===== src/core/amc_pkg.sv =====
// package: register map, field layouts, reset values, command types
package amc_pkg;
  localparam int ADDR_W = 8;
  localparam int DATA_W = 8;
  localparam logic [7:0] ADDR_AEN_GEN = 8'h26;
  localparam logic [7:0] ADDR_AEN_OPST = 8'h28;
  localparam logic [7:0] ADDR_AEN_BUF = 8'h2a;
  localparam logic [7:0] ADDR_AEN_WDG = 8'h2c;
  localparam logic [7:0] ADDR_AEN_PIN = 8'h2e;
  localparam logic [7:0] ADDR_TXCLR = 8'h40;
  localparam logic [7:0] ADDR_RXCLR = 8'h42;
  localparam logic [7:0] ADDR_LSCLR = 8'h44;
  localparam logic [7:0] ADDR_HBCLR = 8'h48;
  localparam logic [7:0] ADDR_SPOR = 8'h4a;
  // implemented-bit masks and reset values of the enable registers
  localparam logic [7:0] MASK_AEN_GEN = 8'h7f;
  localparam logic [7:0] RST_AEN_GEN = 8'h34;
  localparam logic [7:0] MASK_AEN_OPST = 8'h3f;
  localparam logic [7:0] RST_AEN_OPST = 8'h3f;
  localparam logic [7:0] MASK_AEN_BUF = 8'h88;
  localparam logic [7:0] RST_AEN_BUF = 8'h00;
  localparam logic [7:0] MASK_AEN_WDG = 8'h1f;
  localparam logic [7:0] RST_AEN_WDG = 8'h00;
  localparam logic [7:0] MASK_AEN_PIN = 8'h0f;
  localparam logic [7:0] RST_AEN_PIN = 8'h00;
  localparam int SPOR_BIT = 0;
  localparam int NUM_AEN = 5;
  localparam logic [7:0] ZERO8 = 8'h00;
  // host register port transaction
  typedef struct packed {
    logic wr;
    logic rd;
    logic [ADDR_W-1:0] addr;
    logic [DATA_W-1:0] wdata;
  } amc_req_t;
  // one-cycle command pulses towards the datapath
  typedef struct packed {
    logic tx_clr;
    logic rx_clr;
    logic ls_clr;
    logic hb_clr;
  } amc_cmd_t;
  // status and error sources, one vector per enable register
  typedef struct packed {
    logic [7:0] gen;
    logic [7:0] opst;
    logic [7:0] buff;
    logic [7:0] wdg;
    logic [7:0] pin;
  } amc_src_t;
endpackage : amc_pkg


===== src/core/amc_cmd_gate.sv =====
// command gate: decides whether a clear command may execute
`timescale 1ns/10ps
module amc_cmd_gate
  import amc_pkg::*;
(
  input wire logic clr_wr_i,
  input wire logic sleep_busy_i,
  input wire logic verify_busy_i,
  input wire logic load_busy_i,
  input wire logic safemon_i,
  output logic accept_o,
  output logic refuse_o
);
  logic blocked;
  // any background process or safe monitoring blocks clears
  always_comb
  begin
    blocked = sleep_busy_i | verify_busy_i | load_busy_i | safemon_i;
    accept_o = clr_wr_i & ~blocked;
    refuse_o = clr_wr_i & blocked;
  end
endmodule : amc_cmd_gate


===== src/core/amc_alert_mask.sv =====
// alert mask: gates each source by its enable bit onto one alert level
`timescale 1ns/10ps
module amc_alert_mask
  import amc_pkg::*;
(
  input wire logic clk_sys_i,
  input wire logic nrst_i,
  input wire amc_src_t src_i,
  input wire amc_src_t en_i,
  output logic alert_o
);
  logic alert_r;
  logic alert_nxt;
  // registered so the pin never glitches on source changes
  always_comb
  begin
    alert_nxt = |(src_i & en_i);
  end
  always_ff @(posedge clk_sys_i or negedge nrst_i)
  begin
    if (!nrst_i)
      alert_r <= 1'b0;
    else
      alert_r <= alert_nxt;
  end
  assign alert_o = alert_r;
endmodule : amc_alert_mask


===== src/core/amc_regs.sv =====
// alert enable masks and self-acting command registers
`timescale 1ns/10ps
module amc_regs
  import amc_pkg::*;
(
  input wire logic clk_sys_i,
  input wire logic nrst_i,
  input wire amc_req_t req_i,
  output logic [DATA_W-1:0] rdata_o,
  output logic rvalid_o,
  input wire logic sleep_busy_i,
  input wire logic verify_busy_i,
  input wire logic load_busy_i,
  input wire logic safemon_i,
  input wire logic [DATA_W-1:0] hb_queue_i,
  input wire logic [DATA_W-1:0] hb_seed_wdata_i,
  input wire logic hb_seed_we_i,
  output logic [DATA_W-1:0] hb_seed_o,
  input wire amc_src_t src_i,
  output logic alert_o,
  output amc_cmd_t cmd_o,
  output logic host_port_error_flag_o,
  output logic heartbeat_error_flag_o,
  input wire logic host_err_clr_i,
  input wire logic hb_err_clr_i,
  output logic soft_power_on_reset_o
);
  logic [DATA_W-1:0] aen_r [NUM_AEN];
  logic [DATA_W-1:0] aen_nxt [NUM_AEN];
  logic [DATA_W-1:0] rdata_r;
  logic [DATA_W-1:0] rdata_nxt;
  logic rvalid_r;
  logic rvalid_nxt;
  amc_cmd_t cmd_r;
  amc_cmd_t cmd_nxt;
  logic herr_r;
  logic herr_nxt;
  logic hberr_r;
  logic hberr_nxt;
  logic [DATA_W-1:0] seed_r;
  logic [DATA_W-1:0] seed_nxt;
  logic spor_r;
  logic spor_nxt;
  logic clr_wr;
  logic accept;
  logic refuse;
  amc_src_t en_vec;

  // index of an enable register for an address, or NUM_AEN if none
  function automatic int aen_index(input logic [ADDR_W-1:0] a);
    if (a == ADDR_AEN_GEN)
      return 0;
    else if (a == ADDR_AEN_OPST)
      return 1;
    else if (a == ADDR_AEN_BUF)
      return 2;
    else if (a == ADDR_AEN_WDG)
      return 3;
    else if (a == ADDR_AEN_PIN)
      return 4;
    else
      return NUM_AEN;
  endfunction : aen_index

  function automatic logic [DATA_W-1:0] aen_mask(input int i);
    case (i)
      0: return MASK_AEN_GEN;
      1: return MASK_AEN_OPST;
      2: return MASK_AEN_BUF;
      3: return MASK_AEN_WDG;
      default: return MASK_AEN_PIN;
    endcase
  endfunction : aen_mask

  function automatic logic [DATA_W-1:0] aen_reset(input int i);
    case (i)
      0: return RST_AEN_GEN;
      1: return RST_AEN_OPST;
      2: return RST_AEN_BUF;
      3: return RST_AEN_WDG;
      default: return RST_AEN_PIN;
    endcase
  endfunction : aen_reset

  // a write to any of the four clear command addresses
  assign clr_wr = req_i.wr & ((req_i.addr == ADDR_TXCLR) |
                              (req_i.addr == ADDR_RXCLR) |
                              (req_i.addr == ADDR_LSCLR) |
                              (req_i.addr == ADDR_HBCLR));

  amc_cmd_gate u_gate (
    .clr_wr_i(clr_wr),
    .sleep_busy_i(sleep_busy_i),
    .verify_busy_i(verify_busy_i),
    .load_busy_i(load_busy_i),
    .safemon_i(safemon_i),
    .accept_o(accept),
    .refuse_o(refuse)
  );

  // enable register writes; unimplemented bits stay zero
  always_comb
  begin
    int k;
    k = aen_index(req_i.addr);
    for (int i = 0; i < NUM_AEN; i++)
      aen_nxt[i] = aen_r[i];
    if (req_i.wr && k < NUM_AEN)
      aen_nxt[k] = req_i.wdata & aen_mask(k);
  end

  always_ff @(posedge clk_sys_i or negedge nrst_i)
  begin
    if (!nrst_i)
    begin
      for (int i = 0; i < NUM_AEN; i++)
        aen_r[i] <= aen_reset(i);
    end
    else
    begin
      for (int i = 0; i < NUM_AEN; i++)
        aen_r[i] <= aen_nxt[i];
    end
  end

  // read path: commands are write-only and read back zero
  always_comb
  begin
    int k;
    k = aen_index(req_i.addr);
    rvalid_nxt = req_i.rd;
    rdata_nxt = ZERO8;
    if (req_i.rd && k < NUM_AEN)
      rdata_nxt = aen_r[k];
  end

  always_ff @(posedge clk_sys_i or negedge nrst_i)
  begin
    if (!nrst_i)
    begin
      rdata_r <= ZERO8;
      rvalid_r <= 1'b0;
    end
    else
    begin
      rdata_r <= rdata_nxt;
      rvalid_r <= rvalid_nxt;
    end
  end

  // command pulses, error flags and the heartbeat seed
  always_comb
  begin
    cmd_nxt = '0;
    herr_nxt = herr_r;
    hberr_nxt = hberr_r;
    seed_nxt = seed_r;
    spor_nxt = 1'b0;
    if (host_err_clr_i)
      herr_nxt = 1'b0;
    if (hb_err_clr_i)
      hberr_nxt = 1'b0;
    if (hb_seed_we_i)
      seed_nxt = hb_seed_wdata_i;
    // set wins over a same-cycle clear
    if (refuse)
      herr_nxt = 1'b1;
    if (accept)
    begin
      cmd_nxt.tx_clr = (req_i.addr == ADDR_TXCLR);
      cmd_nxt.rx_clr = (req_i.addr == ADDR_RXCLR);
      cmd_nxt.ls_clr = (req_i.addr == ADDR_LSCLR);
      if (req_i.addr == ADDR_HBCLR)
      begin
        // a live queue would be corrupted by reseeding
        if (hb_queue_i != ZERO8)
          hberr_nxt = 1'b1;
        else
        begin
          seed_nxt = ZERO8;
          cmd_nxt.hb_clr = 1'b1;
        end
      end
    end
    // only a 1 in bit 0 fires; a 0 leaves everything alone
    if (req_i.wr && req_i.addr == ADDR_SPOR && req_i.wdata[SPOR_BIT])
      spor_nxt = 1'b1;
  end

  always_ff @(posedge clk_sys_i or negedge nrst_i)
  begin
    if (!nrst_i)
    begin
      cmd_r <= '0;
      herr_r <= 1'b0;
      hberr_r <= 1'b0;
      seed_r <= ZERO8;
      spor_r <= 1'b0;
    end
    else
    begin
      cmd_r <= cmd_nxt;
      herr_r <= herr_nxt;
      hberr_r <= hberr_nxt;
      seed_r <= seed_nxt;
      spor_r <= spor_nxt;
    end
  end

  assign en_vec = '{gen: aen_r[0], opst: aen_r[1], buff: aen_r[2],
                    wdg: aen_r[3], pin: aen_r[4]};

  amc_alert_mask u_alert (
    .clk_sys_i(clk_sys_i),
    .nrst_i(nrst_i),
    .src_i(src_i),
    .en_i(en_vec),
    .alert_o(alert_o)
  );

  assign rdata_o = rdata_r;
  assign rvalid_o = rvalid_r;
  assign cmd_o = cmd_r;
  assign host_port_error_flag_o = herr_r;
  assign heartbeat_error_flag_o = hberr_r;
  assign hb_seed_o = seed_r;
  // the pulse is fed to the chip reset tree outside this block
  assign soft_power_on_reset_o = spor_r;
endmodule : amc_regs


===== config.mk =====
export PLATFORM = sky130hd
export DESIGN_NAME = amc_regs
export DESIGN_NICKNAME = d
export VERILOG_FILES = /design/src/core/amc_pkg.sv /design/src/core/amc_cmd_gate.sv /design/src/core/amc_alert_mask.sv /design/src/core/amc_regs.sv
export SDC_FILE = /design/constraint.sdc
export NUM_CORES = 1
export LEC_CHECK = 0
export BUFFER_PORTS_ARGS = -buffer_cell sky130_fd_sc_hd__buf_4
export CORE_ASPECT_RATIO = 0.75
export CORE_MARGIN = 1.5
export CORE_UTILIZATION = 50
export DETAILED_ROUTE_END_ITERATION = 6
export GPL_ROUTABILITY_DRIVEN = 1
export HOLD_SLACK_MARGIN = 0.15
export PLACE_DENSITY = 0.88
export SLEW_MARGIN = 25
export SYNTH_ARGS = -nofsm -noshare
export SYNTH_HDL_FRONTEND = slang
export SYNTH_SLANG_ARGS = --single-unit

===== constraint.sdc =====
create_clock -name clk_sys_i -period 1.6 [get_ports clk_sys_i]
set_input_delay 0.08 -clock clk_sys_i [delete_from_list [all_inputs] [get_ports clk_sys_i]]
set_output_delay 0.08 -clock clk_sys_i [all_outputs]
set_load 0.005 [all_outputs]

==> metrics.txt, run 1 <==
status completed; Synth async-reset ratio 100%; ratio of final minimum period to clock period 96.4%; Initial Util ~53%; number of diodes added for antenna fixing 0; CP Max Fanout 4; Die Span X 94.8 microns; fraction of the yosys area taken by sequential cells 51.8%; slowest cell on the critical path dfrtp_1; Final Hold Slack 0.119 ns; weighted congestion at the end of routability-driven global placement between 0.9 and 1; Residual DRC 0; Routed Wire Length ~11000 microns; worst slew slack as a fraction of its limit between 70 and 80%; row count 24; Area after DPL 0.00406 sq mm; share of cells above drive strength 1 39.4%; GRT Total Usage about 32%; total iterations of the first detailed-routing run 7; detailed-route wire length per cell between 15 and 20 microns; final setup violating endpoints 0; Primary FF master, synth dfrtp_1; via-per-instance ratio between 5 and 6; post-route antenna net violation count 0; H-tree depth 3; chip height roughly 72 microns; average footprint of a synthesized cell between 10 and 15 sq um; number of antenna violations at the first check in global routing 0; YS warnings 0; number of global-route vias before repair around 3100; worst clock skew on the final layout 0.0120 ns; final-stage net count 532; CTS tree done; highest metal layer with signal wires met4; routed length on met1 ~4000 microns; buffers from clock root to sink, at most 2; timing-limited maximum frequency about 650 MHz; total of flip-flops plus latches after synthesis 65; via count about 3200; I/O Pins between 100 and 150; area of the core region slightly below 0.006 sq mm; leak pwr between 2 and 2.5 nW; critical path endpoint category flop; pin count of the biggest net entering global routing 35; Post-Syn Area around 0.0032 sq mm; required arrival time at the worst endpoint 1.81 ns; wire length on met2 just over 5000 microns; commonest cells after routing, fill and taps aside buf_4 (120), dfrtp_1 (56), dlygate4sd3_1 (40); basic-gate share of the synthesized area counting and, or, nand and nor cells about a fifth; series of cell instances along the critical path a22oi_2 > nand4_1 > nor4_2 > buf_4 > nand4_1; Max Slew Vio Count 0; clock input transition at the sequential cells of the worst setup and hold paths ~0.080 ns; non-filler instance count after layout approximately 530; count of port buffers added during placement 107; Max Cap Viol 0; Final Hold Vio Count 0; largest family of logic cells by synthesized area simple AND/OR/NAND/NOR gates; peak supply drop 0.000723 V; Post-synth EDFFs 0; final critical path time including I/O delays and setup about 1.5 ns; utilization after layout between 70 and 80%; type of the worst setup path flop to flop; Final Cell Area around 0.0047 sq mm; most frequent CP cell nand4_1; total die area just under 0.007 sq mm; met3 wire length 1290 microns; share of the synthesized netlist area taken by xor and xnor gates less than 1%; worst min path class input port to flop; post-detailed-placement half-perimeter wirelength slightly below 7000 microns; fraction of the mapped netlist area in adder cells less than 1%; Power Dens Cells 826 mW/mm^2; arrival time reported for the critical path endpoint approximately 1.8 ns; Num Clock Sinks between 60 and 70; Worst Tran Pin Value approximately 0.44 ns; Inserted Clock Buffers 9; CP startpoint kind flop; layout overhead on the synthesized area 49.2%; placed instance count roughly 480; Synth Area in Compound Gates 13.4%; detailed router's first-iteration violation count around 360; number of different library cells in the post-synthesis netlist 56; net count after synthesis ~370; largest stage delay on the critical path between 0.4 and 0.5 ns; Post-Syn Instances about 290; wire length of the first global-routing pass 15800 microns; leading cell type in the layout, fill and taps excluded buf_4; clock latency reported for the late side of the worst-skew pair between 0.3 and 0.4 ns; Post-Route Setup TNS 0 ns; remaining global-route overflow 0; RSZ-0062 raised after global routing no; Root Driver clkbuf_8; multiplexer fraction of the synthesized cell area approximately 8.4%
[layer usage]
layer	up-vias	global-route usage (%)
met5	-	0
met4	0	6.63
met1	1564	39.0
met3	27	14.4
met2	220	52.9
li1	1379	-
[critical path: cells and delay by family (launching register included)]
kind | cells | cell delay [ns]
buffers and inverters | 1 | 0.16
DFF | 1 | 0.45
and+or+nand+nor | 3 | 0.59
AOI/OAI and AO/OA | 1 | 0.19
[metrics by stage]
stage                     setup WS [ns]  total power [W]
after global placement            0.135          0.00225
final                            0.0572          0.00390
after floorplan                   0.359          0.00195
after detailed placement         0.0495          0.00227
after CTS                        0.0201          0.00384
after global routing             0.0352          0.00401
[timing repair]
action,4_1_cts,5_1_grt
buffers inserted,0,1
hold endpoints to repair,105,1
setup endpoints to repair,0,2
hold buffers,40,1
resized for setup,0,7
[synth_stat cells, drive strengths merged (3+ instances only)]
| master | n | share of area (%) |
|---|---|---|
| nor2b | 5 | 0.99 |
| clkbuf | 7 | 1.8 |
| buf | 7 | 1.7 |
| nand3 | 7 | 1.3 |
| a21oi | 8 | 1.3 |
| o31ai | 3 | 0.71 |
| nand4 | 10 | 2.2 |
| or3 | 3 | 0.59 |
| and3 | 4 | 0.83 |
| and4 | 3 | 0.87 |
| and2 | 18 | 3.6 |
| dfstp | 9 | 7.5 |
| a22oi | 19 | 4.5 |
| nor2 | 17 | 2.0 |
| inv | 6 | 0.71 |
| dfrtp | 56 | 44 |
| nand2 | 28 | 3.3 |
| mux2 | 15 | 5.6 |
| nand2b | 4 | 0.79 |
| mux2i | 9 | 2.8 |
| nor4 | 6 | 1.2 |
| o21ai | 17 | 2.7 |
[flip-flops by register name, indices dropped and copies added, names as in the netlist]
signal	count
aen_r	40
hb_seed_o	8
rdata_o	8
cmd_o	4
heartbeat_error_flag_o	1
host_port_error_flag_o	1
rvalid_o	1
soft_power_on_reset_o	1
u_alert.alert_o	1
[layout make-up]
cell class              count  area (sq um)
inverters                   6          22.5
clock buffers              10           128
fillers                   348          1230
repair buffers            161          1320
flip-flops and latches     65          1640
well taps                  78          97.6
clock inverters             6          82.6
multi-input cells         206          1430
[kinds of logic (layout without fill, tap and decap cells)]
group / Yosys count / in the layout
xor+xnor: 2 / 2
compound gates: 62 / 62
mux: 24 / 24
buf+inv: 20 / 183
flops: 65 / 65
fa+ha+maj: 1 / 1
simple gates: 117 / 117
[power breakdown]
group	switching, W	internal (W)	leakage (nW)
Sequential	0.0000487	0.00171	0.850
Clock	0.000663	0.000869	0.106
Combinational	0.000262	0.000346	1.30
Total	0.000974	0.00292	2.25
[final timing paths]
kind	depth (start not counted)	slack, ns	start	end
setup / recovery	5	0.06	aen_r[30]	u_alert.alert_o
hold / removal	5	0.12	hb_queue_i[6]	heartbeat_error_flag_o
setup reg to reg	5	0.06	aen_r[30]	u_alert.alert_o
hold reg to reg	2	0.52	aen_r[24]	aen_r[24]
max in group asynchronous	3	0.81	nrst_i	aen_r[34]
min in group asynchronous	2	0.21	nrst_i	aen_r[31]
Power figures use the tool's default switching activity.
==> run 2, diff against run 1 <==
--- a/config.mk
+++ b/config.mk
@@ -6,9 +6,11 @@
 export NUM_CORES = 1
 export LEC_CHECK = 0
 export BUFFER_PORTS_ARGS = -buffer_cell sky130_fd_sc_hd__buf_4
+export CELL_PAD_IN_SITES_DETAIL_PLACEMENT = 2
+export CELL_PAD_IN_SITES_GLOBAL_PLACEMENT = 2
 export CORE_ASPECT_RATIO = 0.75
-export CORE_MARGIN = 1.5
-export CORE_UTILIZATION = 50
+export CORE_MARGIN = 2
+export CORE_UTILIZATION = 31
 export DETAILED_ROUTE_END_ITERATION = 6
 export GPL_ROUTABILITY_DRIVEN = 1
 export HOLD_SLACK_MARGIN = 0.15
==> run 2 against run 1 <==
  * The flow now finishes with violations (setup timing)
  * Routed wire length grew 47%
  * Cell count rose by 8.1%
  * Fmax decreased by 5.2%
  * Sequential share of layout area down 0.25 points
  * Clock power up 18%
  * First-iteration DRC count is 21% lower
  * Utilization decreased by 31 points
  * Largest cell class unchanged
  * Highest routed layer unchanged
==> metrics.txt, run 2 (synthesized netlist as in run 1, its figures left out) <==
worst min path class input port to flop; pin count of the biggest net entering global routing 36 (+2.9%); CP startpoint kind flop; Max Cap Viol 0 (unchanged); type of the worst setup path flop to flop; timing-limited maximum frequency 615 MHz (-5.2%); worst setup slack after placement 0.0309 ns (-0.0187 ns); weighted congestion at the end of routability-driven global placement 0.825 (-9.5%); detailed-route wire length per cell 27.2 microns (+36%); detailed router's first-iteration violation count 279 (-21%); Power Dens Cells 882 mW/mm^2 (+6.8%); clock latency reported for the late side of the worst-skew pair 0.34 ns (about the same); switching power summed over all nets 0.00108 W (+10%); worst slew slack as a fraction of its limit 57.7% (-12 points); arrival time reported for the critical path endpoint 1.79 ns (+0.04 ns); number of diodes added for antenna fixing 0 (unchanged); Routed Wire Length 15600 microns (+47%); Area after DPL 0.00413 sq mm (+1.7%); total iterations of the first detailed-routing run 4 (-3); total die area 0.0110 sq mm (+62%); buffers from clock root to sink, at most 2 (unchanged); leak pwr 2.23 nW (-0.88%); clock input transition at the sequential cells of the worst setup and hold paths 0.05 ns (-0.03 ns); Root Driver clkbuf_16; final setup violating endpoints 1 (+1); area of the core region 0.00977 sq mm (+64%); Clk network pwr share 43.0% (+3.7 points); post-detailed-placement half-perimeter wirelength 10200 microns (+48%); violations in the final reports setup timing; Inserted Clock Buffers 9 (unchanged); beginning of the worst register-to-register path aen_r[12]; GRT met3 Usage 5.09% (-9.3 points); slowest cell on the critical path dfrtp_1; GRT Total Usage 29.8% (-2.3 points); ratio of final minimum period to clock period 102% (+5.3 points); Most Used Layer, Global Route met2; Residual DRC 0 (unchanged); Initial Util 32.4% (-21 points); critical path endpoint category flop; layout overhead on the synthesized area 50.5%; utilization after layout 48.7% (-31 points); CTS tree done; I/O Pins 108 (unchanged); count of port buffers added during placement 107 (unchanged); critical path depth in cells 4 (-1); series of cell instances along the critical path a22oi_1 > nand4_1 > nor4_4 > nand4_1; CP Max Fanout 3 (-1); row count 31 (+29%); most frequent CP cell nand4_1; via-per-instance ratio 5.47 (-8.7%); cell depth of the worst flop-to-flop path 4 (-1); Max Slew Vio Count 0 (unchanged); final-stage net count 521 (-2.1%); H-tree depth 3 (unchanged); end point of the critical path u_alert.alert_o; Worst Path Buf+Inv 0 (-1); largest stage delay on the critical path 0.41 ns (-0.04 ns); Die Span X 121 microns (+27%); relative contribution of combinational cells to total power 14.9% (-0.7 points); required arrival time at the worst endpoint 1.77 ns (-0.04 ns); capture point of the worst reg-to-reg path u_alert.alert_o; Reg with most FFs aen_r; final critical path time including I/O delays and setup 1.63 ns (+0.0842 ns); switching share of power 25.6% (+0.62 points); status finished with violations; via count 3147 (-1.3%); Num Clock Sinks 65 (unchanged); peak supply drop 0.000822 V (+14%); Final Hold Vio Count 0 (unchanged); internal power contribution 0.00312 W (+6.8%); remaining global-route overflow 0 (unchanged); source of the critical timing path aen_r[12]; Setup WS post-layout -0.0269 ns (-0.0842 ns); leading cell type in the layout, fill and taps excluded buf_4; kind of cell adding the most delay to the critical path simple AND/OR/NAND/NOR gates; Largest register FFs 40 (unchanged); RSZ-0062 raised after global routing no; Final Cell Area 0.00476 sq mm (+0.87%); chip height 91.5 microns (+27%); Worst Tran Pin Value 0.634 ns (+0.197 ns); post-route antenna net violation count 0 (unchanged); worst clock skew on the final layout 0.00968 ns (-0.00237 ns); slack of the worst reg-to-reg path -0.03 ns (-0.08 ns); global-route met1 utilization 38.8% (-0.25 points); number of global-route vias before repair 3673 (+18%); met2 usage 50.4% (-2.4 points); commonest cells after routing, fill and taps aside buf_4 (120), dfrtp_1 (54), dlygate4sd3_1 (29); Seq pwr share 42.1% (-3.0 points); share of cells above drive strength 1 41.1% (+1.7 points); number of antenna violations at the first check in global routing 0 (unchanged); wire length of the first global-routing pass 23800 microns (+50%)
[run 2: cell count changes in the layout (fill, tap and decap cells not counted), moves of 3 or more]
cell,change
dlygate4sd3_1,-11
clkbuf_16,+9
clkbuf_8,-8
a22oi_1,-3
a22oi_2,+3
[run 2: cell type report]
cell class | instances | area, sq um
clock buffers | 13 | 250
clock inverters | 3 | 17.5
fillers | 1021 | 5010
inverters | 6 | 22.5
multi-input cells | 206 | 1450
flip-flops and latches | 65 | 1640
well taps | 132 | 165
repair buffers | 150 | 1210
[run 2: metrics by stage]
step	setup TNS (ns)	instances	total power, W	hold slack, ns
floorplan	0	291	0.00195	-0.216
global placement	0	529	0.00226	0.0538
detailed placement	0	529	0.00230	0.0614
CTS	0	574	0.00417	0.154
global route	0	575	0.00435	0.160
finish	-0.0269	575	0.00420	0.151
[run 2: worst min path at each step]
stage                     slack (ns)               to          from  depth (start not counted)
after floorplan                -0.22         aen_r[0]        nrst_i                          0
after global placement          0.05     hb_seed_o[3]        nrst_i                          1
after detailed placement        0.06     hb_seed_o[3]        nrst_i                          1
after CTS                       0.15         cmd_o[1]     req_i[15]                          3
after global routing            0.16  u_alert.alert_o     src_i[25]                          4
final                           0.15     hb_seed_o[6]  hb_seed_we_i                          3
[run 2: what timing repair did]
action | CTS | global route
hold buffers | 29 | 0
pin swaps | 0 | 7
hold endpoints to repair | 95 | 0
endpoints found under the setup margin | 1 | 1
resized for setup | 1 | 12
buffers inserted | 0 | 1
[run 2: power by group through the flow]
stage	combinational [W]	clock [W]	sequential (W)
4_1_cts	0.000590	0.00182	0.00176
2_1_floorplan	0.000182	0	0.00177
5_1_grt	0.000667	0.00192	0.00177
3_5_place_dp	0.000508	0	0.00179
6_report	0.000626	0.00181	0.00177
3_3_place_gp	0.000479	0	0.00178
[run 2: worst register-to-register path, delay by kind of cell, from the launching register on]
kind               cells  cell delay (ns)
AOI/OAI and AO/OA      1             0.37
DFF                    1             0.41
and+or+nand+nor        3             0.69
[run 2: per-layer routing]
metal | up-vias | routed length (microns)
met4 | 0 | 298
met3 | 23 | 892
met1 | 1648 | 6650
met5 | - | 0
li1 | 1360 | -
met2 | 116 | 7780
